File: config.mk
export PLATFORM = sky130hd
export DESIGN_NAME = cse_app_end_flat
export DESIGN_NICKNAME = d
export VERILOG_FILES = /design/src/rtl/cse_pkg.sv /design/src/rtl/cse_if.sv /design/src/rtl/cse_app_end.sv /design/src/rtl/cse_axil_slave.sv /design/src/flat_wrapper.sv
export VERILOG_INCLUDE_DIRS = /design/src /design/src/rtl
export SDC_FILE = /design/constraint.sdc
export NUM_CORES = 1
export LEC_CHECK = 0
export BUFFER_PORTS_ARGS = -buffer_cell sky130_fd_sc_hd__buf_2
export CAP_MARGIN = 20
export CORE_MARGIN = 4
export CORE_UTILIZATION = 45
export CTS_CLUSTER_DIAMETER = 120
export CTS_CLUSTER_SIZE = 30
export DETAILED_ROUTE_END_ITERATION = 8
export GPL_TIMING_DRIVEN = 0
export PLACE_DENSITY = 0.66
export SYNTH_ARGS = -nofsm -noshare
export SYNTH_HDL_FRONTEND = slang
export SYNTH_SLANG_ARGS = --single-unit
File: constraint.sdc
create_clock -name mclk -period 7.9 [get_ports mclk]
set_clock_uncertainty 0.15 [all_clocks]
set_input_delay 0.395 -clock mclk [delete_from_list [all_inputs] [get_ports mclk]]
set_output_delay 0.395 -clock mclk [all_outputs]
set_load 0.01 [all_outputs]
File: src/rtl/cse_defs.svh
// constants of the completion error sideband: addresses, bit positions, register layout
`ifndef CSE_DEFS_SVH
`define CSE_DEFS_SVH

////////////////////////////////////////////////////////////////////////////////
// error report bits on the sideband
`define CSE_ERR_TO_REC   0
`define CSE_ERR_TO_NOREC 1
`define CSE_ERR_CA       2
`define CSE_ERR_UC       3
`define CSE_ERR_PUR      4
`define CSE_ERR_NPUR     5
`define CSE_ERR_LOG      6
`define CSE_ERR_W        7

////////////////////////////////////////////////////////////////////////////////
// management addresses of the four header log words (word3 holds header 127..96)
`define CSE_LMI_HDR3     12'h81C
`define CSE_LMI_HDR2     12'h820
`define CSE_LMI_HDR1     12'h824
`define CSE_LMI_HDR0     12'h828
`define CSE_LMI_ADDR_W   12

////////////////////////////////////////////////////////////////////////////////
// device status bits kept by the core
`define CSE_DST_COR      0
`define CSE_DST_NONFATAL 1
`define CSE_DST_FATAL    2
`define CSE_DST_UR       3

////////////////////////////////////////////////////////////////////////////////
// application controller registers (byte offsets on the AXI4-Lite bus)
`define CSE_REG_CMD      8'h00
`define CSE_REG_STAT     8'h04
`define CSE_REG_MASK     8'h08
`define CSE_REG_PEND     8'h0C
`define CSE_REG_HDR0     8'h10
`define CSE_REG_HDR1     8'h14
`define CSE_REG_HDR2     8'h18
`define CSE_REG_HDR3     8'h1C
`define CSE_CMD_LOG      8
`define CSE_ST_DONE      0
`define CSE_ST_UC        1
`define CSE_ST_REJECT    2
`define CSE_ST_BUSY      3
`define CSE_EV_W         3
`define CSE_MASK_RESET   3'h0
`define CSE_CPL_STS_UR   3'h1
`define CSE_CPL_STS_CA   3'h4

`endif

File: src/rtl/cse_pkg.sv
// types shared by both ends of the completion error sideband
package cse_pkg;

   // application controller sequence
   typedef enum logic [1:0] {
      APP_IDLE,
      APP_LOGW,
      APP_CPLSEND,
      APP_REPORT
   } cse_app_state_type;

   // error message kinds sent upstream by the core
   typedef enum logic [1:0] {
      MSG_NONE,
      MSG_COR,
      MSG_NONFATAL
   } cse_msg_type;

endpackage : cse_pkg

File: src/rtl/cse_if.sv
// sideband between application logic and the transaction-layer core
`timescale 1ns/10ps
interface cse_if;
   logic [6:0]  cplErr;     // one-cycle error report pulses, bit 6 = log header
   logic        cplPending; // application waits for a completion
   logic        lmiWr;      // management write strobe, held until acked
   logic [11:0] lmiAddr;    // management address
   logic [31:0] lmiDin;     // management write data
   logic        lmiAck;     // one-cycle write acknowledge

   // the documented core
   modport core (input cplErr, input cplPending, input lmiWr, input lmiAddr, input lmiDin, output lmiAck);
   // the application layer above it
   modport app (output cplErr, output cplPending, output lmiWr, output lmiAddr, output lmiDin, input lmiAck);
endinterface : cse_if

File: src/rtl/cse_app_end.sv
// application end: reports completion errors to the core under software control
//
// How it works
// - posted request refused raises posted UR bit
// - core sets status and messages for posted UR
// - non-posted UR: send UR completion, then bit
// - core sets status and messages for non-posted UR
// - core reports its own UR cases itself
// - log bit rides with logged CA, UC, PUR and NPUR errors only, not timeouts
// - four header words written before log bit
// - header words at 81C, 820, 824, 828
// - pending high while count is nonzero; a request issued alongside an unmatched completion is not counted
// - each error bit pulses exactly one cycle
// - completer abort: send CA completion, then bit
// - unmatched completion raises unexpected-completion bit
//
// Register access over AXI4-Lite was left to the implementer.
`timescale 1ns/10ps
`include "cse_defs.svh"
module cse_app_end #(
   parameter int CNT_W = 8
) (
   // clock and reset
   input  wire logic        mclk,
   input  wire logic        reset,
   // AXI4-Lite register port
   input  wire logic [7:0]  awaddr,
   input  wire logic        awvalid,
   output logic             awready,
   input  wire logic [31:0] wdata,
   input  wire logic [3:0]  wstrb,
   input  wire logic        wvalid,
   output logic             wready,
   output logic [1:0]       bresp,
   output logic             bvalid,
   input  wire logic        bready,
   input  wire logic [7:0]  araddr,
   input  wire logic        arvalid,
   output logic             arready,
   output logic [31:0]      rdata,
   output logic [1:0]       rresp,
   output logic             rvalid,
   input  wire logic        rready,
   // sideband toward the core
   cse_if.app               side,
   // master block activity
   input  wire logic        reqIssue,
   input  wire logic        cplRx,
   input  wire logic        reqRetire,
   // completion transmit request
   output logic             cplSendReq,
   output logic [2:0]       cplSendSts,
   input  wire logic        cplSent,
   // interrupt
   output logic             irq
);

   ////////////////////////////////////////////////////////////////////////////
   // all state
   typedef struct packed {
      cse_pkg::cse_app_state_type st;
      logic [2:0]                 kind;      // error bit being reported
      logic                       log;       // header logging wanted
      logic [1:0]                 word;      // header word being sent
      logic [3:0][31:0]           hdr;       // software copy of the header
      logic [`CSE_EV_W-1:0]       stat;      // sticky events
      logic [`CSE_EV_W-1:0]       mask;      // interrupt enables
      logic [CNT_W-1:0]           count;     // outstanding non-posted requests
      logic                       ucPend;    // unexpected completion to report
      logic [6:0]                 cplErr;
      logic                       lmiWr;
      logic [11:0]                lmiAddr;
      logic [31:0]                lmiDin;
      logic                       sendReq;
      logic [2:0]                 sendSts;
      logic                       irq;
   } cse_app_state_type;

   cse_app_state_type s_q, s_d;

   logic        regWr;
   logic [7:0]  regWrAddr;
   logic [31:0] regWrData;
   logic [3:0]  regWrStrb;
   logic [31:0] regRdData;

   ////////////////////////////////////////////////////////////////////////////
   // byte-lane merge for register writes
   function automatic logic [31:0] laneMerge(input logic [31:0] old, input logic [31:0] nw,
                                             input logic [3:0] strb);
      logic [31:0] r;
      r = old;
      for (int i = 0; i < 4; i++) begin
         if (strb[i]) begin
            r[i*8 +: 8] = nw[i*8 +: 8];
         end
      end
      return r;
   endfunction : laneMerge

   // management address of header word n, word3 first; the words sit one word apart
   function automatic logic [11:0] hdrAddr(input logic [1:0] n);
      return `CSE_LMI_HDR3 + {8'h0, n, 2'h0};
   endfunction : hdrAddr

   ////////////////////////////////////////////////////////////////////////////
   // bus front end
   cse_axil_slave #(.ADDR_W(8)) u_cse_axil_slave (
      .mclk      (mclk),
      .reset     (reset),
      .awaddr    (awaddr),
      .awvalid   (awvalid),
      .awready   (awready),
      .wdata     (wdata),
      .wstrb     (wstrb),
      .wvalid    (wvalid),
      .wready    (wready),
      .bresp     (bresp),
      .bvalid    (bvalid),
      .bready    (bready),
      .araddr    (araddr),
      .arvalid   (arvalid),
      .arready   (arready),
      .rdata     (rdata),
      .rresp     (rresp),
      .rvalid    (rvalid),
      .rready    (rready),
      .regWr     (regWr),
      .regWrAddr (regWrAddr),
      .regWrData (regWrData),
      .regWrStrb (regWrStrb),
      .regRdData (regRdData)
   );

   ////////////////////////////////////////////////////////////////////////////
   // read mux; unmapped addresses read zero
   always_comb begin
      regRdData = 32'h0;
      if (araddr == `CSE_REG_CMD) begin
         regRdData = {23'h0, s_q.log, 5'h0, s_q.kind};
      end else if (araddr == `CSE_REG_STAT) begin
         regRdData = {28'h0, s_q.st != cse_pkg::APP_IDLE, s_q.stat};
      end else if (araddr == `CSE_REG_MASK) begin
         regRdData = {29'h0, s_q.mask};
      end else if (araddr == `CSE_REG_PEND) begin
         regRdData = {{(32-CNT_W){1'b0}}, s_q.count};
      end else if (araddr >= `CSE_REG_HDR0 && araddr <= `CSE_REG_HDR3) begin
         regRdData = s_q.hdr[araddr[3:2]]; // header words sit in address order
      end
   end

   ////////////////////////////////////////////////////////////////////////////
   // next state: registers, outstanding count and the report sequence
   always_comb begin
      logic [`CSE_EV_W-1:0] ev;
      logic [`CSE_EV_W-1:0] clr;
      logic                 cmdWr;
      ev     = '0;
      clr    = '0;
      cmdWr  = 1'b0;
      s_d    = s_q;
      s_d.cplErr = 7'h0; // every report bit lives one cycle only
      // software writes
      if (regWr) begin
         if (regWrAddr == `CSE_REG_CMD) begin
            cmdWr = 1'b1;
         end else if (regWrAddr == `CSE_REG_STAT) begin
            clr = regWrData[`CSE_EV_W-1:0];
         end else if (regWrAddr == `CSE_REG_MASK) begin
            s_d.mask = 3'(laneMerge({29'h0, s_q.mask}, regWrData, regWrStrb));
         end else if (regWrAddr >= `CSE_REG_HDR0 && regWrAddr <= `CSE_REG_HDR3) begin
            s_d.hdr[regWrAddr[3:2]] = laneMerge(s_q.hdr[regWrAddr[3:2]], regWrData, regWrStrb);
         end
      end
      // outstanding completions; one with none awaited is unexpected
      if (cplRx && s_q.count == '0) begin
         s_d.ucPend = 1'b1;
         ev[`CSE_ST_UC] = 1'b1;
      end else begin
         s_d.count = s_q.count + CNT_W'(reqIssue) - CNT_W'(cplRx) - CNT_W'(reqRetire && s_q.count != '0);
      end
      // report sequence
      case (s_q.st)
         cse_pkg::APP_IDLE: begin
            if (cmdWr) begin
               s_d.kind = regWrData[2:0];
               s_d.log  = regWrData[`CSE_CMD_LOG];
               s_d.word = 2'h0;
               if (regWrData[2:0] > 3'(`CSE_ERR_NPUR)) begin
                  ev[`CSE_ST_REJECT] = 1'b1;
               end else if (regWrData[`CSE_CMD_LOG]) begin
                  s_d.st      = cse_pkg::APP_LOGW; // header goes out first
                  s_d.lmiWr   = 1'b1;
                  s_d.lmiAddr = hdrAddr(2'h0);
                  s_d.lmiDin  = s_q.hdr[3];
               end else if (regWrData[2:0] == 3'(`CSE_ERR_CA) || regWrData[2:0] == 3'(`CSE_ERR_NPUR)) begin
                  s_d.st      = cse_pkg::APP_CPLSEND;
                  s_d.sendReq = 1'b1;
                  s_d.sendSts = (regWrData[2:0] == 3'(`CSE_ERR_CA)) ? `CSE_CPL_STS_CA : `CSE_CPL_STS_UR;
               end else begin
                  s_d.st = cse_pkg::APP_REPORT;
               end
            end else if (s_q.ucPend) begin
               // hardware-found unexpected completion, reported unlogged
               s_d.ucPend = ev[`CSE_ST_UC]; // one arriving now stays queued
               s_d.kind   = 3'(`CSE_ERR_UC);
               s_d.log    = 1'b0;
               s_d.st     = cse_pkg::APP_REPORT;
            end
         end
         cse_pkg::APP_LOGW: begin
            // strobe held until acked, then next word
            if (side.lmiAck) begin
               s_d.word = s_q.word + 2'h1;
               if (s_q.word == 2'h3) begin
                  s_d.lmiWr = 1'b0;
                  if (s_q.kind == 3'(`CSE_ERR_CA) || s_q.kind == 3'(`CSE_ERR_NPUR)) begin
                     s_d.st      = cse_pkg::APP_CPLSEND;
                     s_d.sendReq = 1'b1;
                     s_d.sendSts = (s_q.kind == 3'(`CSE_ERR_CA)) ? `CSE_CPL_STS_CA : `CSE_CPL_STS_UR;
                  end else begin
                     s_d.st = cse_pkg::APP_REPORT;
                  end
               end else begin
                  s_d.lmiAddr = hdrAddr(s_q.word + 2'h1);
                  s_d.lmiDin  = s_q.hdr[2'h2 - s_q.word];
               end
            end
         end
         cse_pkg::APP_CPLSEND: begin
            // the error bit waits for the completion to leave
            if (cplSent) begin
               s_d.sendReq = 1'b0;
               s_d.st      = cse_pkg::APP_REPORT;
            end
         end
         cse_pkg::APP_REPORT: begin
            s_d.cplErr[s_q.kind] = 1'b1;
            s_d.cplErr[`CSE_ERR_LOG] = s_q.log && s_q.kind >= 3'(`CSE_ERR_CA);
            ev[`CSE_ST_DONE] = 1'b1;
            s_d.st = cse_pkg::APP_IDLE;
         end
         default: begin
            s_d.st = cse_pkg::APP_IDLE;
         end
      endcase
      // a new event beats a software clear in the same cycle
      s_d.stat = (s_q.stat & ~clr) | ev;
      s_d.irq  = |(s_d.stat & s_d.mask);
   end

   ////////////////////////////////////////////////////////////////////////////
   // state register
   always_ff @(posedge mclk or posedge reset) begin
      if (reset) begin
         s_q <= '0;
      end else begin
         s_q <= s_d;
      end
   end

   // outputs straight from the state
   assign side.cplErr     = s_q.cplErr;
   assign side.cplPending = s_q.count != '0;
   assign side.lmiWr      = s_q.lmiWr;
   assign side.lmiAddr    = s_q.lmiAddr;
   assign side.lmiDin     = s_q.lmiDin;
   assign cplSendReq      = s_q.sendReq;
   assign cplSendSts      = s_q.sendSts;
   assign irq             = s_q.irq;

endmodule : cse_app_end

File: src/rtl/cse_axil_slave.sv
// AXI4-Lite slave front end: turns bus cycles into register strobes
`timescale 1ns/10ps
module cse_axil_slave #(
   parameter int ADDR_W = 8
) (
   // clock and reset
   input  wire logic              mclk,
   input  wire logic              reset,
   // AXI4-Lite
   input  wire logic [ADDR_W-1:0] awaddr,
   input  wire logic              awvalid,
   output logic                   awready,
   input  wire logic [31:0]       wdata,
   input  wire logic [3:0]        wstrb,
   input  wire logic              wvalid,
   output logic                   wready,
   output logic [1:0]             bresp,
   output logic                   bvalid,
   input  wire logic              bready,
   input  wire logic [ADDR_W-1:0] araddr,
   input  wire logic              arvalid,
   output logic                   arready,
   output logic [31:0]            rdata,
   output logic [1:0]             rresp,
   output logic                   rvalid,
   input  wire logic              rready,
   // register side
   output logic                   regWr,
   output logic [ADDR_W-1:0]      regWrAddr,
   output logic [31:0]            regWrData,
   output logic [3:0]             regWrStrb,
   input  wire logic [31:0]       regRdData
);

   ////////////////////////////////////////////////////////////////////////////
   // all state
   typedef struct packed {
      logic              awHave;
      logic              wHave;
      logic [ADDR_W-1:0] aw;
      logic [31:0]       wd;
      logic [3:0]        ws;
      logic              bvalid;
      logic              rvalid;
      logic [31:0]       rdata;
      logic              wr;
   } cse_axil_state_type;

   cse_axil_state_type s_q, s_d;

   ////////////////////////////////////////////////////////////////////////////
   // address and data may come in either order; the write fires once both are held
   always_comb begin
      s_d    = s_q;
      s_d.wr = 1'b0;
      if (awvalid && !s_q.awHave) begin
         s_d.awHave = 1'b1;
         s_d.aw     = awaddr;
      end
      if (wvalid && !s_q.wHave) begin
         s_d.wHave = 1'b1;
         s_d.wd    = wdata;
         s_d.ws    = wstrb;
      end
      if (s_q.awHave && s_q.wHave && !s_q.bvalid) begin
         s_d.wr     = 1'b1;
         s_d.bvalid = 1'b1;
      end
      // channels are reopened only when the response is taken
      if (s_q.bvalid && bready) begin
         s_d.bvalid = 1'b0;
         s_d.awHave = 1'b0;
         s_d.wHave  = 1'b0;
      end
      // reads sample the register mux at the address handshake
      if (arvalid && !s_q.rvalid) begin
         s_d.rvalid = 1'b1;
         s_d.rdata  = regRdData;
      end else if (s_q.rvalid && rready) begin
         s_d.rvalid = 1'b0;
      end
   end

   ////////////////////////////////////////////////////////////////////////////
   // state register
   always_ff @(posedge mclk or posedge reset) begin
      if (reset) begin
         s_q <= '0;
      end else begin
         s_q <= s_d;
      end
   end

   assign awready   = !s_q.awHave;
   assign wready    = !s_q.wHave;
   assign bvalid    = s_q.bvalid;
   assign bresp     = 2'h0;
   assign arready   = !s_q.rvalid;
   assign rvalid    = s_q.rvalid;
   assign rdata     = s_q.rdata;
   assign rresp     = 2'h0;
   assign regWr     = s_q.wr;
   assign regWrAddr = s_q.aw;
   assign regWrData = s_q.wd;
   assign regWrStrb = s_q.ws;

endmodule : cse_axil_slave

File: src/flat_wrapper.sv
// flat-port wrapper written by rule: the top's interface ports become plain ports
module cse_app_end_flat 
#(
   parameter int CNT_W = 8
)
  (mclk, reset, awaddr, awvalid, awready, wdata, wstrb, wvalid, wready, bresp, bvalid, bready, araddr, arvalid, arready, rdata, rresp, rvalid, rready, reqIssue, cplRx, reqRetire, cplSendReq, cplSendSts, cplSent, irq, side_cplErr, side_cplPending, side_lmiWr, side_lmiAddr, side_lmiDin, side_lmiAck);
  cse_if side_i ();
  input  wire logic mclk;
  input  wire logic reset;
  input  wire logic [7:0] awaddr;
  input  wire logic awvalid;
  output logic awready;
  input  wire logic [31:0] wdata;
  input  wire logic [3:0] wstrb;
  input  wire logic wvalid;
  output logic wready;
  output logic [1:0] bresp;
  output logic bvalid;
  input  wire logic bready;
  input  wire logic [7:0] araddr;
  input  wire logic arvalid;
  output logic arready;
  output logic [31:0] rdata;
  output logic [1:0] rresp;
  output logic rvalid;
  input  wire logic rready;
  input  wire logic reqIssue;
  input  wire logic cplRx;
  input  wire logic reqRetire;
  output logic cplSendReq;
  output logic [2:0] cplSendSts;
  input  wire logic cplSent;
  output logic irq;
  output wire logic [$bits(side_i.cplErr)-1:0] side_cplErr;
  output wire logic [$bits(side_i.cplPending)-1:0] side_cplPending;
  output wire logic [$bits(side_i.lmiWr)-1:0] side_lmiWr;
  output wire logic [$bits(side_i.lmiAddr)-1:0] side_lmiAddr;
  output wire logic [$bits(side_i.lmiDin)-1:0] side_lmiDin;
  input wire logic [$bits(side_i.lmiAck)-1:0] side_lmiAck;
  assign side_cplErr = side_i.cplErr;
  assign side_cplPending = side_i.cplPending;
  assign side_lmiWr = side_i.lmiWr;
  assign side_lmiAddr = side_i.lmiAddr;
  assign side_lmiDin = side_i.lmiDin;
  assign side_i.lmiAck = side_lmiAck;
  cse_app_end #(.CNT_W(CNT_W)) u_core (.mclk(mclk), .reset(reset), .awaddr(awaddr), .awvalid(awvalid), .awready(awready), .wdata(wdata), .wstrb(wstrb), .wvalid(wvalid), .wready(wready), .bresp(bresp), .bvalid(bvalid), .bready(bready), .araddr(araddr), .arvalid(arvalid), .arready(arready), .rdata(rdata), .rresp(rresp), .rvalid(rvalid), .rready(rready), .side(side_i), .reqIssue(reqIssue), .cplRx(cplRx), .reqRetire(reqRetire), .cplSendReq(cplSendReq), .cplSendSts(cplSendSts), .cplSent(cplSent), .irq(irq));
endmodule
==> impl_table.tex, run 1 <==
\begin{tabular}{lr}
\hline
Metric & Value \\
\hline
\multicolumn{2}{l}{\textbf{Status}} \\
Result of the run & complete, no violations \\
\multicolumn{2}{l}{\textbf{Global route}} \\
First-pass GRT wire length & 65840 µm \\
Overall fraction of global-route tracks in use & 0.2323 \\
Vias in the first global route & approximately 12k \\
Pin count of the biggest net entering global routing & between 40 and 50 \\
Total overflow reported by the global router & 0 \\
Number of antenna violations at the first check in global routing & 0 \\
\multicolumn{2}{l}{\textbf{Job}} \\
Max-cap check violation count & 0 \\
\multicolumn{2}{l}{\textbf{Clock tree}} \\
CTS clock-pin slew for the worst setup and hold paths & $\sim$0.12 ns \\
CTS tree & built \\
H-tree lvl count & 1 \\
Maximum clock path buffer count & 3 \\
Clock sink count & between 200 and 300 \\
Post-cts gate resize count & 0 \\
Number of clock buffers inserted by TritonCTS & 13 \\
Post-CTS setup repair buffer count & 0 \\
CTS Root Cell & clkbuf\_16 \\
Clock Latency Late Sink & roughly 0.50 ns \\
\multicolumn{2}{l}{\textbf{Detailed routing}} \\
Final routed wire length divided by cell count & between 20 and 25 µm \\
Via density & 5.676 \\
Drc violations & 0 \\
Residual antenna-violating net count after detailed routing & 0 \\
Count of vias placed by the detailed router & $\sim$11k \\
Starting DRC count in detailed routing & 1029 \\
Final WL & 41090 µm \\
Detailed Routing Iterations Pass 1 & 7 \\
\multicolumn{2}{l}{\textbf{Timing}} \\
Setup WS post-layout & between 4 and 5 ns \\
Final total negative setup slack & 0 ns \\
Max Slew Vio Count & 0 \\
Min cycle time layout & between 3 and 4 ns \\
Fin. Hold Viols & 0 \\
Final count of negative-setup-slack endpoints & 0 \\
Highest clock frequency the design can meet & 259.3 MHz \\
Tightest Pin Transition & a little under 1 ns \\
Max-slew headroom at the worst pin & 0.3428 \\
Share of the clock period used by the worst path after layout & 0.4881 \\
Unrepaired setup endpoints after global routing & no \\
\multicolumn{2}{l}{\textbf{Power}} \\
Power Internal & roughly 0.0033 W \\
Peak ir drop on the vdd network & 0.0001797 V \\
Power density over the cells & around 320 mW/mm² \\
P\_sw & roughly 0.0022 W \\
Clk network pwr share & 0.142 \\
Pleak & just under 8 nW \\
Seq pwr share & 0.403 \\
Net Sw Frac & 0.3989 \\
Share of total power in combinational logic & 0.455 \\
\multicolumn{2}{l}{\textbf{Cells and area}} \\
Count of inserted antenna diode cells & 0 \\
Most common cell after layout, fill and taps aside & dfrtp\_1 \\
Utilization of the core after routing & 0.5299 \\
Commonest non-fill, non-tap cells in the layout & 281 x dfrtp\_1, 239 x nand2\_1, 177 x buf\_2 \\
Fraction of final layout cells with drive strength greater than 1 & 0.2799 \\
Filler-free cell count of the finished design & 2006 \\
Number of nets in the final layout & about 1.7k \\
Synth-to-Final Area Change & 15.28\% \\
Post-route cell area & roughly 0.017 mm² \\
\multicolumn{2}{l}{\textbf{Die}} \\
Initial standard-cell utilization of the core & 0.4596 \\
Row Count & 65 \\
Area enclosed by the die boundary & $\sim$0.035 mm² \\
Core outline area & 0.03172 mm² \\
Ports placed on the boundary & 163 \\
Die W & about 190 µm \\
Die H & roughly 190 µm \\
\multicolumn{2}{l}{\textbf{Placement}} \\
Placed Instance Area & approximately 0.016 mm² \\
Number of instances in the placed design & slightly below 2k \\
Pre-CTS WS & about 4.1 ns \\
Buffers added on ports & roughly 150 \\
DP HPWL & 29030 µm \\
Global placer's final weighted congestion & between 0.8 and 0.9 \\
\multicolumn{2}{l}{\textbf{Yosys}} \\
EDFF count, synth & 0 \\
Synth async-reset ratio & 1.000 \\
Count of mapped cells out of synthesis & about 1.4k \\
Count of unique library cells instantiated by Yosys & 58 \\
Yosys synthesis warning count & 0 \\
Most used flip-flop cell after synthesis & dfrtp\_1 \\
Register area share after synthesis & 0.4823 \\
Average instance area after synthesis & roughly 11 µm² \\
Mapped Area & 0.01458 mm² \\
Flip-flop and latch count after synthesis & roughly 280 \\
\multicolumn{2}{l}{\textbf{Setup path}} \\
Crit path capture type & flip-flop \\
Critical-path top delay cell & fa\_1 \\
Category of the critical setup timing path & flip-flop to flip-flop \\
Critical path fanouts, max & 3 \\
Worst Path Arrival & between 4 and 5 ns \\
CP top delay family & adder cells \\
Cells along the critical path & inv\_1 -> ha\_1 -> nor3b\_1 -> nand3\_1 -> nand2\_1 -> fa\_1 -> ha\_1 -> ha\_1 -> fa\_1 -> nor2b\_1 -> o21ai\_0 -> a21oi\_1 -> or4\_1 -> a31oi\_1 \\
Largest stage delay, worst path & 0.44 ns \\
Most frequent cell on the critical path & ha\_1 \\
Kind of start point of the critical path & flip-flop \\
Data required, critical path & between 8 and 9 ns \\
Buffers and inverters on the worst path & 1 \\
\multicolumn{2}{l}{\textbf{Worst hold path}} \\
Class of the tightest hold or removal check & primary input to flip-flop \\
\hline
\end{tabular}
## sequential cells by signal, summed over array words and instances, names as in the netlist, 2 cells and up
signal / flops
u_core.s_q: 151
u_core.side.lmiDin: 32
u_core.u_cse_axil_slave.rdata: 32
u_core.u_cse_axil_slave.regWrData: 32
u_core.u_cse_axil_slave.regWrAddr: 8
u_core.side.cplErr: 7
u_core.side.lmiAddr: 5
u_core.u_cse_axil_slave.regWrStrb: 4
u_core.cplSendSts: 2
u_core.u_cse_axil_slave.s_q: 2
## per-stage QoR
step	hold slack, ns	total power, W
2_1_floorplan	0.2859	0.003892
3_3_place_gp	0.3032	0.004552
3_5_place_dp	0.2398	0.004638
4_1_cts	0.0004126	0.005432
5_1_grt	0.01351	0.005791
6_report	0.009438	0.005432
## what timing repair did
item / 4_1_cts / 5_1_grt
hold buffers: 43 / 2
hold endpoints to repair: 52 / 2
setup endpoints to repair: 0 / 0
## cells in the mapped netlist, drive strengths merged (3+ instances only)
cell type,instances,share of area
inv,29,0.0075
a2bb2oi,3,0.0018
and2,6,0.0026
nor2,50,0.013
mux4,65,0.10
nand4,4,0.0017
a21o,4,0.0021
a21oi,50,0.017
clkbuf,49,0.013
mux2i,39,0.027
nand2b,8,0.0034
dfrtp,281,0.48
nand3b,3,0.0015
o21ai,210,0.072
mux2,77,0.059
nor3b,3,0.0015
buf,136,0.065
a21boi,3,0.0015
a22o,5,0.0030
a22oi,3,0.0015
nand3,8,0.0027
o22ai,31,0.013
nand2,239,0.062
nor2b,4,0.0017
ha,16,0.014
a31oi,4,0.0027
nor3,13,0.0048
a32o,3,0.0021
## cell families after synthesis
logic type / after synthesis / synth area share
simple gates: 348 / 0.1007
compound gates: 332 / 0.1268
flops: 281 / 0.4823
buf+inv: 214 / 0.08496
mux: 181 / 0.1867
fa+ha+maj: 18 / 0.01648
xor+xnor: 3 / 0.001803
other cells: 1 / 0.0002572
## worst register-to-register path, delay by kind of cell, from the launching register on
kind | cells | cell delay, ns
buffers and inverters | 1 | 0.12
and+or+nand+nor | 5 | 1.10
adders and majority gates | 5 | 1.44
DFF | 1 | 0.40
AOI/OAI and AO/OA | 3 | 0.56
## cell type report
cell class,instances,area [µm²]
fillers,2837,14910
flip-flops and latches,281,7032
multi-input cells,894,6350
repair buffers,200,1331
plain buffers,185,1130
well taps,402,503.0
clock buffers,13,325.3
inverters,29,112.6
clock inverters,2,22.52
## metal layers
metal	GRT usage	part of all wire	vias up
li1	-	-	5188
met4	0.06296	0.027	0
met2	0.3789	0.48	453
met1	0.3234	0.43	5683
met3	0.04058	0.070	62
met5	0	0	-
## power by group through the flow
stage | Combinational [W] | Clock (W) | Sequential, W
finish | 0.00247 | 0.000772 | 0.00219
global route | 0.00270 | 0.000845 | 0.00224
CTS | 0.00245 | 0.000795 | 0.00218
detailed placement | 0.00243 | 0 | 0.00221
global placement | 0.00236 | 0 | 0.00219
floorplan | 0.00181 | 0 | 0.00209
## final timing paths
path                                    startpoint                               endpoint  slack (ns)  cells after the start
min reg2reg                u_core.side.lmiAddr[11]                u_core.side.lmiAddr[11]        0.33                      1
max reg2reg                         u_core.s_q[64]                         u_core.s_q[65]        4.04                     14
min                                      wdata[30]  u_core.u_cse_axil_slave.regWrData[30]       0.009                      2
min in group asynchronous                    reset                        u_core.s_q[132]        0.25                      3
max                                 u_core.s_q[64]                         u_core.s_q[65]        4.04                     14
max in group asynchronous                    reset  u_core.u_cse_axil_slave.regWrData[12]        6.54                      5
Power figures use the tool's default switching activity.
==> run 2: changes to the inputs <==
--- a/config.mk
+++ b/config.mk
@@ -14,7 +14,6 @@
 export CTS_CLUSTER_SIZE = 30
 export DETAILED_ROUTE_END_ITERATION = 8
 export GPL_TIMING_DRIVEN = 0
-export PLACE_DENSITY = 0.66
 export SYNTH_ARGS = -nofsm -noshare
 export SYNTH_HDL_FRONTEND = slang
 export SYNTH_SLANG_ARGS = --single-unit
==> constraint.sdc (replaced) <==
create_clock -name mclk -period 4 [get_ports mclk]
set_clock_uncertainty 0.15 [all_clocks]
set_input_delay 0.2 -clock mclk [delete_from_list [all_inputs] [get_ports mclk]]
set_output_delay 0.2 -clock mclk [all_outputs]
set_load 0.01 [all_outputs]
==> run 2 against run 1 <==
Against the previous run:
- non-clock buffer count up 9
- via count did not move
- largest power group unchanged
- largest cell class unchanged
- clock power up 99%
- global-route usage up 0.37 points
- clock-buffer cell count did not move
- final cell count up 0.45%
==> impl_table.tex, run 2 (synthesized netlist as in run 1, its figures left out) <==
\begin{tabular}{lr}
\hline
Metric & Value \\
\hline
\multicolumn{2}{l}{\textbf{Status}} \\
Result of the run & complete, no violations \\
\multicolumn{2}{l}{\textbf{Clock tree}} \\
CTS tree & built \\
Clock sink count & around 280 \\
H-tree lvl count & 1 \\
Post-CTS setup repair buffer count & 0 \\
CTS Root Cell & clkbuf\_16 \\
Maximum clock path buffer count & 3 \\
CTS clock-pin slew for the worst setup and hold paths & approximately 0.12 ns \\
Number of clock buffers inserted by TritonCTS & 13 \\
Clock Latency Late Sink & 0.50 ns \\
\multicolumn{2}{l}{\textbf{Setup path}} \\
Origin of the worst setup path & u\_core.s\_q[64] \\
CP top delay family & adder cells \\
Critical path fanouts, max & 3 \\
Worst Path Arrival & 4.00 ns \\
Data required, critical path & approximately 4.3 ns \\
Depth of the worst register-to-register path & 14 \\
Cells along the critical path & inv\_1 -> ha\_1 -> nor3b\_1 -> nand3\_1 -> nand2\_1 -> fa\_1 -> ha\_1 -> ha\_1 -> fa\_1 -> nor2b\_1 -> o21ai\_1 -> a21oi\_1 -> or4\_1 -> a31oi\_1 \\
Crit path capture type & flip-flop \\
Depth of the critical timing path with buffers and inverters included & 14 \\
Flop-to-flop setup slack & between 0.2 and 0.3 ns \\
Critical-path top delay cell & fa\_1 \\
Buffers and inverters on the worst path & 1 \\
Largest stage delay, worst path & between 0.4 and 0.5 ns \\
Reg-to-reg critical path endpoint & u\_core.s\_q[65] \\
Category of the critical setup timing path & flip-flop to flip-flop \\
Most frequent cell on the critical path & ha\_1 \\
Kind of start point of the critical path & flip-flop \\
Launching point of the worst reg2reg path & u\_core.s\_q[64] \\
Timing endpoint of the critical path & u\_core.s\_q[65] \\
\multicolumn{2}{l}{\textbf{Cells and area}} \\
Commonest non-fill, non-tap cells in the layout & 281 x dfrtp\_1, 239 x nand2\_1, 177 x buf\_2 \\
Fraction of final layout cells with drive strength greater than 1 & 0.2784 \\
Number of flip-flops under the largest register name & 151 \\
Count of inserted antenna diode cells & 0 \\
Number of nets in the final layout & 1695 \\
Utilization of the core after routing & 0.5328 \\
Synth-to-Final Area Change & 15.91\% \\
Filler cell count in the final layout & 2908 \\
Most common cell after layout, fill and taps aside & dfrtp\_1 \\
Register containing the most flip-flops in the final layout & u\_core.s\_q \\
\multicolumn{2}{l}{\textbf{Die}} \\
Die W & between 150 and 200 µm \\
Die H & roughly 190 µm \\
Core outline area & $\sim$0.032 mm² \\
Row Count & 65 \\
Area enclosed by the die boundary & 0.03534 mm² \\
Initial standard-cell utilization of the core & 0.4596 \\
Ports placed on the boundary & 163 \\
\multicolumn{2}{l}{\textbf{Timing}} \\
Final total negative setup slack & 0 ns \\
Final count of negative-setup-slack endpoints & 0 \\
Unrepaired setup endpoints after global routing & no \\
Max-slew headroom at the worst pin & 0.2694 \\
Fin. Hold Viols & 0 \\
Share of the clock period used by the worst path after layout & 0.9316 \\
Highest clock frequency the design can meet & 268.4 MHz \\
Smallest hold slack & around 0.06 ns \\
Min cycle time layout & $\sim$3.7 ns \\
Tightest Pin Transition & around 1.1 ns \\
Setup WS post-layout & 0.2735 ns \\
Max Slew Vio Count & 0 \\
\multicolumn{2}{l}{\textbf{Power}} \\
Power density over the cells & 635.2 mW/mm² \\
Peak ir drop on the vdd network & 0.0003719 V \\
Final Power & between 0.01 and 0.015 W \\
Pleak & 7.800 nW \\
\multicolumn{2}{l}{\textbf{Global route}} \\
Total overflow reported by the global router & 0 \\
First-pass GRT wire length & 66540 µm \\
Vias in the first global route & about 12k \\
Number of antenna violations at the first check in global routing & 0 \\
Overall fraction of global-route tracks in use & 0.2360 \\
Pin count of the biggest net entering global routing & 42 \\
\multicolumn{2}{l}{\textbf{Worst hold path}} \\
Class of the tightest hold or removal check & primary input to flip-flop \\
Number of cells traversed by the worst hold path & 5 \\
\multicolumn{2}{l}{\textbf{Detailed routing}} \\
Detailed Routing Iterations Pass 1 & 6 \\
Final WL & between 40000 and 50000 µm \\
Starting DRC count in detailed routing & approximately 1.1k \\
Via density & roughly 5.7 \\
Drc violations & 0 \\
Final routed wire length divided by cell count & 20.83 µm \\
Residual antenna-violating net count after detailed routing & 0 \\
Count of vias placed by the detailed router & roughly 11k \\
\multicolumn{2}{l}{\textbf{Placement}} \\
Pre-CTS WS & 0.2331 ns \\
Global placer's final weighted congestion & 0.8494 \\
Buffers added on ports & about 150 \\
DP HPWL & 29620 µm \\
\multicolumn{2}{l}{\textbf{Job}} \\
Max-cap check violation count & 0 \\
\hline
\end{tabular}
[run 2: changes by cell type in the layout (fill, tap and decap cells not counted), sizes merged]
| cell | delta |
|---|---|
| clkinv | +1 |
| dlygate4sd3 | +9 |
| inv | -1 |
[run 2: worst min path at each step]
stage,from,end,slack (ns)
after floorplan,bready,u_core.u_cse_axil_slave.s_q[79],0.13
after global placement,rready,u_core.u_cse_axil_slave.rvalid,0.24
after detailed placement,reset,u_core.u_cse_axil_slave.regWrAddr[5],0.17
after CTS,cplSent,u_core.cplSendReq,0.03
after global routing,cplSent,u_core.cplSendReq,0.07
final,cplSent,u_core.cplSendReq,0.06
[run 2: area by class of cell]
| cell class | count | area [µm²] | area share |
|---|---|---|---|
| flip-flops and latches | 281 | 7032 | 0.4161 |
| multi-input cells | 894 | 6350 | 0.3758 |
| repair buffers | 209 | 1421 | 0.08411 |
| plain buffers | 185 | 1130 | 0.06686 |
| well taps | 402 | 503.0 | 0.02976 |
| clock buffers | 13 | 325.3 | 0.01925 |
| inverters | 29 | 112.6 | 0.006664 |
| clock inverters | 2 | 25.02 | 0.001481 |
[run 2: worst min-delay path: stages]
cell and delay (ns):
buf_2 0.10, nor2b_1 0.10, a21oi_1 0.09, nand2b_1 0.11
o31ai_1 0.07
[run 2: per-stage QoR]
step                      area, µm²  instances
after floorplan               14620       1389
after global placement        15870       1939
after detailed placement      16010       1946
after CTS                     16900       2015
after global routing          16900       2015
final                         16900       2015
[run 2: power breakdown]
| part | switching [W] | leakage [nW] | internal (W) |
|---|---|---|---|
| Clock | 0.000932 | 0.172 | 0.000608 |
| Sequential | 0.000680 | 3.68 | 0.00364 |
| Combinational | 0.00266 | 3.95 | 0.00221 |
| Total | 0.00428 | 7.80 | 0.00646 |
[run 2: what timing repair did]
| action | CTS | global route |
|---|---|---|
| hold buffers | 54 | 0 |
| setup endpoints to repair | 0 | 1 |
| gates resized for setup | 0 | 1 |
| hold endpoints to repair | 74 | 0 |
[run 2: routing by layer]
layer | vias to the layer above | wire [µm] | track usage
li1 | 5212 | - | -
met1 | 5726 | 18430 | 0.3371
met2 | 391 | 19900 | 0.3807
met3 | 57 | 2546 | 0.03481
met4 | 0 | 1087 | 0.06324
met5 | - | 0 | 0
==> run 3: changes to the inputs <==
--- a/config.mk
+++ b/config.mk
@@ -6,6 +6,7 @@
 export SDC_FILE = /design/constraint.sdc
 export NUM_CORES = 1
 export LEC_CHECK = 0
+export ABC_AREA = 1
 export BUFFER_PORTS_ARGS = -buffer_cell sky130_fd_sc_hd__buf_2
 export CAP_MARGIN = 20
 export CORE_MARGIN = 4
==> run 3 against run 2 <==
Against the previous run:
- via count up 24%
- sequential cell count did not move
- synthesized cell count increased by 36%
- clock power up 3%
- critical path type unchanged
- critical endpoint is now u_core.s_q[63]
==> impl_table.tex, run 3 <==
\begin{tabular}{lr}
\hline
Metric & Value \\
\hline
\multicolumn{2}{l}{\textbf{Worst hold path}} \\
Worst Hold Launch & cplRx \\
Number of cells traversed by the worst hold path & 3 \\
Class of the tightest hold or removal check & primary input to flip-flop \\
Worst hold path endpoint & u\_core.s\_q[70] \\
\multicolumn{2}{l}{\textbf{Timing}} \\
Final count of negative-setup-slack endpoints & 0 \\
Max Slew Vio Count & 0 \\
Min cycle time layout & 3.152 ns \\
Tightest Pin Transition & slightly above 1 ns \\
Max-slew headroom at the worst pin & 0.3210 \\
Fin. Hold Viols & 0 \\
Highest clock frequency the design can meet & between 300 and 400 MHz \\
Unrepaired setup endpoints after global routing & no \\
Share of the clock period used by the worst path after layout & 0.7880 \\
\multicolumn{2}{l}{\textbf{Global route}} \\
Overall fraction of global-route tracks in use & 0.2745 \\
Number of antenna violations at the first check in global routing & 0 \\
Pin count of the biggest net entering global routing & 42 \\
Total overflow reported by the global router & 0 \\
First-pass GRT wire length & approximately 78000 µm \\
Vias in the first global route & about 14k \\
\multicolumn{2}{l}{\textbf{Clock tree}} \\
CTS clock-pin slew for the worst setup and hold paths & 0.12 ns \\
Number of clock buffers inserted by TritonCTS & 13 \\
Post-cts gate resize count & 0 \\
H-tree lvl count & 1 \\
CTS Root Cell & clkbuf\_16 \\
Post-CTS setup repair buffer count & 0 \\
Clock Latency Late Sink & 0.50 ns \\
CTS tree & built \\
Clock sink count & 281 \\
Maximum clock path buffer count & 3 \\
\multicolumn{2}{l}{\textbf{Die}} \\
Ports placed on the boundary & between 150 and 200 \\
Die W & between 150 and 200 µm \\
Die H & 190.0 µm \\
Core outline area & between 0.03 and 0.04 mm² \\
Row Count & 66 \\
Area enclosed by the die boundary & roughly 0.036 mm² \\
Initial standard-cell utilization of the core & 0.4568 \\
\multicolumn{2}{l}{\textbf{Yosys}} \\
Register area share after synthesis & 0.4719 \\
Mapped Area & between 0.01 and 0.015 mm² \\
Yosys synthesis warning count & 0 \\
Flip-flop and latch count after synthesis & around 280 \\
EDFF count, synth & 0 \\
Cell taking the most area after synthesis & dfrtp\_1 \\
Leading cell types by total area after synthesis & dfrtp\_1 47\%, nand2\_1 11\%, o21ai\_0 6.1\%, nand3\_1 5.6\%, inv\_1 5.2\% \\
Area share of the leading cell type in the synthesized netlist & 0.4719 \\
Most common cell in the synthesized netlist & nand2\_1 \\
Synth top cells by count & 437 x nand2\_1, 281 x dfrtp\_1, 206 x inv\_1 \\
Count of unique library cells instantiated by Yosys & 35 \\
Count of mapped cells out of synthesis & 1871 \\
Average instance area after synthesis & 7.964 µm² \\
Most used flip-flop cell after synthesis & dfrtp\_1 \\
Synth async-reset ratio & 1.000 \\
\multicolumn{2}{l}{\textbf{Detailed routing}} \\
Residual antenna-violating net count after detailed routing & 0 \\
Starting DRC count in detailed routing & between 1.5k and 2k \\
Via density & around 5.5 \\
Final routed wire length divided by cell count & $\sim$20 µm \\
Count of vias placed by the detailed router & 14.10k \\
Detailed Routing Iterations Pass 1 & 8 \\
Final WL & 50470 µm \\
Drc violations & 0 \\
\multicolumn{2}{l}{\textbf{Setup path}} \\
Crit path capture type & flip-flop \\
Worst Path Arrival & about 3.4 ns \\
Depth of the worst register-to-register path & 14 \\
Launching point of the worst reg2reg path & u\_core.s\_q[60] \\
Category of the critical setup timing path & flip-flop to flip-flop \\
Kind of start point of the critical path & flip-flop \\
Flop-to-flop setup slack & roughly 0.85 ns \\
Critical path fanouts, max & 4 \\
Data required, critical path & about 4.3 ns \\
Reg-to-reg critical path endpoint & u\_core.s\_q[63] \\
\multicolumn{2}{l}{\textbf{Cells and area}} \\
Synth-to-Final Area Change & 15.86\% \\
Number of nets in the final layout & approximately 2.2k \\
Fraction of final layout cells with drive strength greater than 1 & 0.1606 \\
Number of flip-flops under the largest register name & about 150 \\
Count of inserted antenna diode cells & 0 \\
Register containing the most flip-flops in the final layout & u\_core.s\_q \\
Most common cell after layout, fill and taps aside & nand2\_1 \\
Post-route cell area & approximately 0.017 mm² \\
Filler-free cell count of the finished design & $\sim$2.5k \\
Commonest non-fill, non-tap cells in the layout & 437 x nand2\_1, 281 x dfrtp\_1, 205 x inv\_1 \\
\multicolumn{2}{l}{\textbf{Placement}} \\
Placed Instance Area & 0.01640 mm² \\
Global placer's final weighted congestion & 0.9554 \\
DP HPWL & 35000 µm \\
Number of instances in the placed design & around 2.5k \\
Buffers added on ports & $\sim$150 \\
\multicolumn{2}{l}{\textbf{Power}} \\
Pleak & between 8 and 9 nW \\
Power density over the cells & 680.3 mW/mm² \\
Peak ir drop on the vdd network & 0.0004071 V \\
\multicolumn{2}{l}{\textbf{Job}} \\
Max-cap check violation count & 0 \\
\multicolumn{2}{l}{\textbf{Status}} \\
Result of the run & complete, no violations \\
\hline
\end{tabular}
==> run 3: cell types whose count changed after synthesis, moves of 23 or more <==
cell,before,now
o211ai_1,0,31
mux2_2,77,27
or2_2,1,24
clkbuf_1,48,75
mux4_2,65,0
o21ai_1,57,1
nand3_1,8,166
o21ai_0,153,183
mux2i_1,39,0
nand2_1,239,437
o22ai_1,31,61
a21oi_1,49,104
inv_1,29,206
==> run 3: worst max-delay path by stage <==
stage / from / end / slack, ns / cells past startpoint
after floorplan: reset / u_core.cplSendReq / -0.07 / 1
after global placement: reset / u_core.s_q[62] / -2.03 / 2
after detailed placement: u_core.s_q[60] / u_core.s_q[63] / 0.92 / 14
after CTS: u_core.s_q[60] / u_core.s_q[63] / 0.87 / 14
after global routing: u_core.s_q[60] / u_core.s_q[63] / 0.70 / 14
final: u_core.s_q[60] / u_core.s_q[63] / 0.85 / 14
==> run 3: final cells by class <==
| type | instances | area, µm² |
|---|---|---|
| Fill cell | 3217 | 15350 |
| Sequential cell | 281 | 7032 |
| Multi-Input combinational cell | 1207 | 6072 |
| Timing Repair Buffer | 207 | 1406 |
| Buffer | 185 | 1054 |
| Inverter | 209 | 788.3 |
| Tap cell | 442 | 553.0 |
| Clock buffer | 14 | 339.1 |
| Clock inverter | 1 | 20.02 |
==> run 3: per-layer routing <==
layer,share of wire,up-vias,GRT usage,wire (µm)
met3,0.095,110,0.03706,4779
met1,0.45,6719,0.4130,22510
met2,0.43,738,0.4136,21590
met5,0,-,0,0
met4,0.031,0,0.08514,1584
li1,-,6530,-,-
==> run 3: per-stage QoR <==
stage	hold slack [ns]	TNS (ns)	worst slack, ns	total power (W)	utilization
floorplan	0.1603	-20.04	-0.07130	0.008088	-
global placement	0.2415	-559.68	-2.028	0.009917	0.4980
detailed placement	0.1010	0	0.9230	0.01002	0.5029
CTS	0.008986	0	0.8691	0.01166	0.5293
global route	0.04446	0	0.7018	0.01258	0.5293
finish	0.02610	0	0.8479	0.01175	0.5293
==> run 3: kinds of logic after synthesis <==
family	share of synthesized area
AOI/OAI and AO/OA	0.1552
xor gates and xnor gates	0.001176
adders and majority gates	0.01612
buffers and inverters	0.1234
DFF	0.4719
muxes	0.02040
other	0.0002517
and+or+nand+nor	0.2116
==> run 3: report_power, final <==
part / internal (W) / switching [W] / leakage (nW) / total (W)
clock network: 0.000629 / 0.000950 / 0.177 / 0.00158
registers: 0.00374 / 0.000544 / 3.70 / 0.00429
logic: 0.00189 / 0.00399 / 4.56 / 0.00588
==> run 3: critical path: stages, from the launching register on <==
cell and delay [ns]:
dfrtp_1 0.41, inv_1 0.11, ha_1 0.20, and3_1 0.20, nand2_1 0.08, nand2_1 0.07
fa_1 0.44, ha_1 0.23, ha_1 0.23, fa_1 0.45, inv_1 0.10, o21bai_1 0.11
nand2_1 0.08, nand2_1 0.05, o22ai_1 0.14
==> run 3: what timing repair did <==
| item | in CTS | in global routing |
|---|---|---|
| endpoints found under the hold margin | 132 | 0 |
| hold buffers | 50 | 0 |
| endpoints found under the setup margin | 0 | 0 |
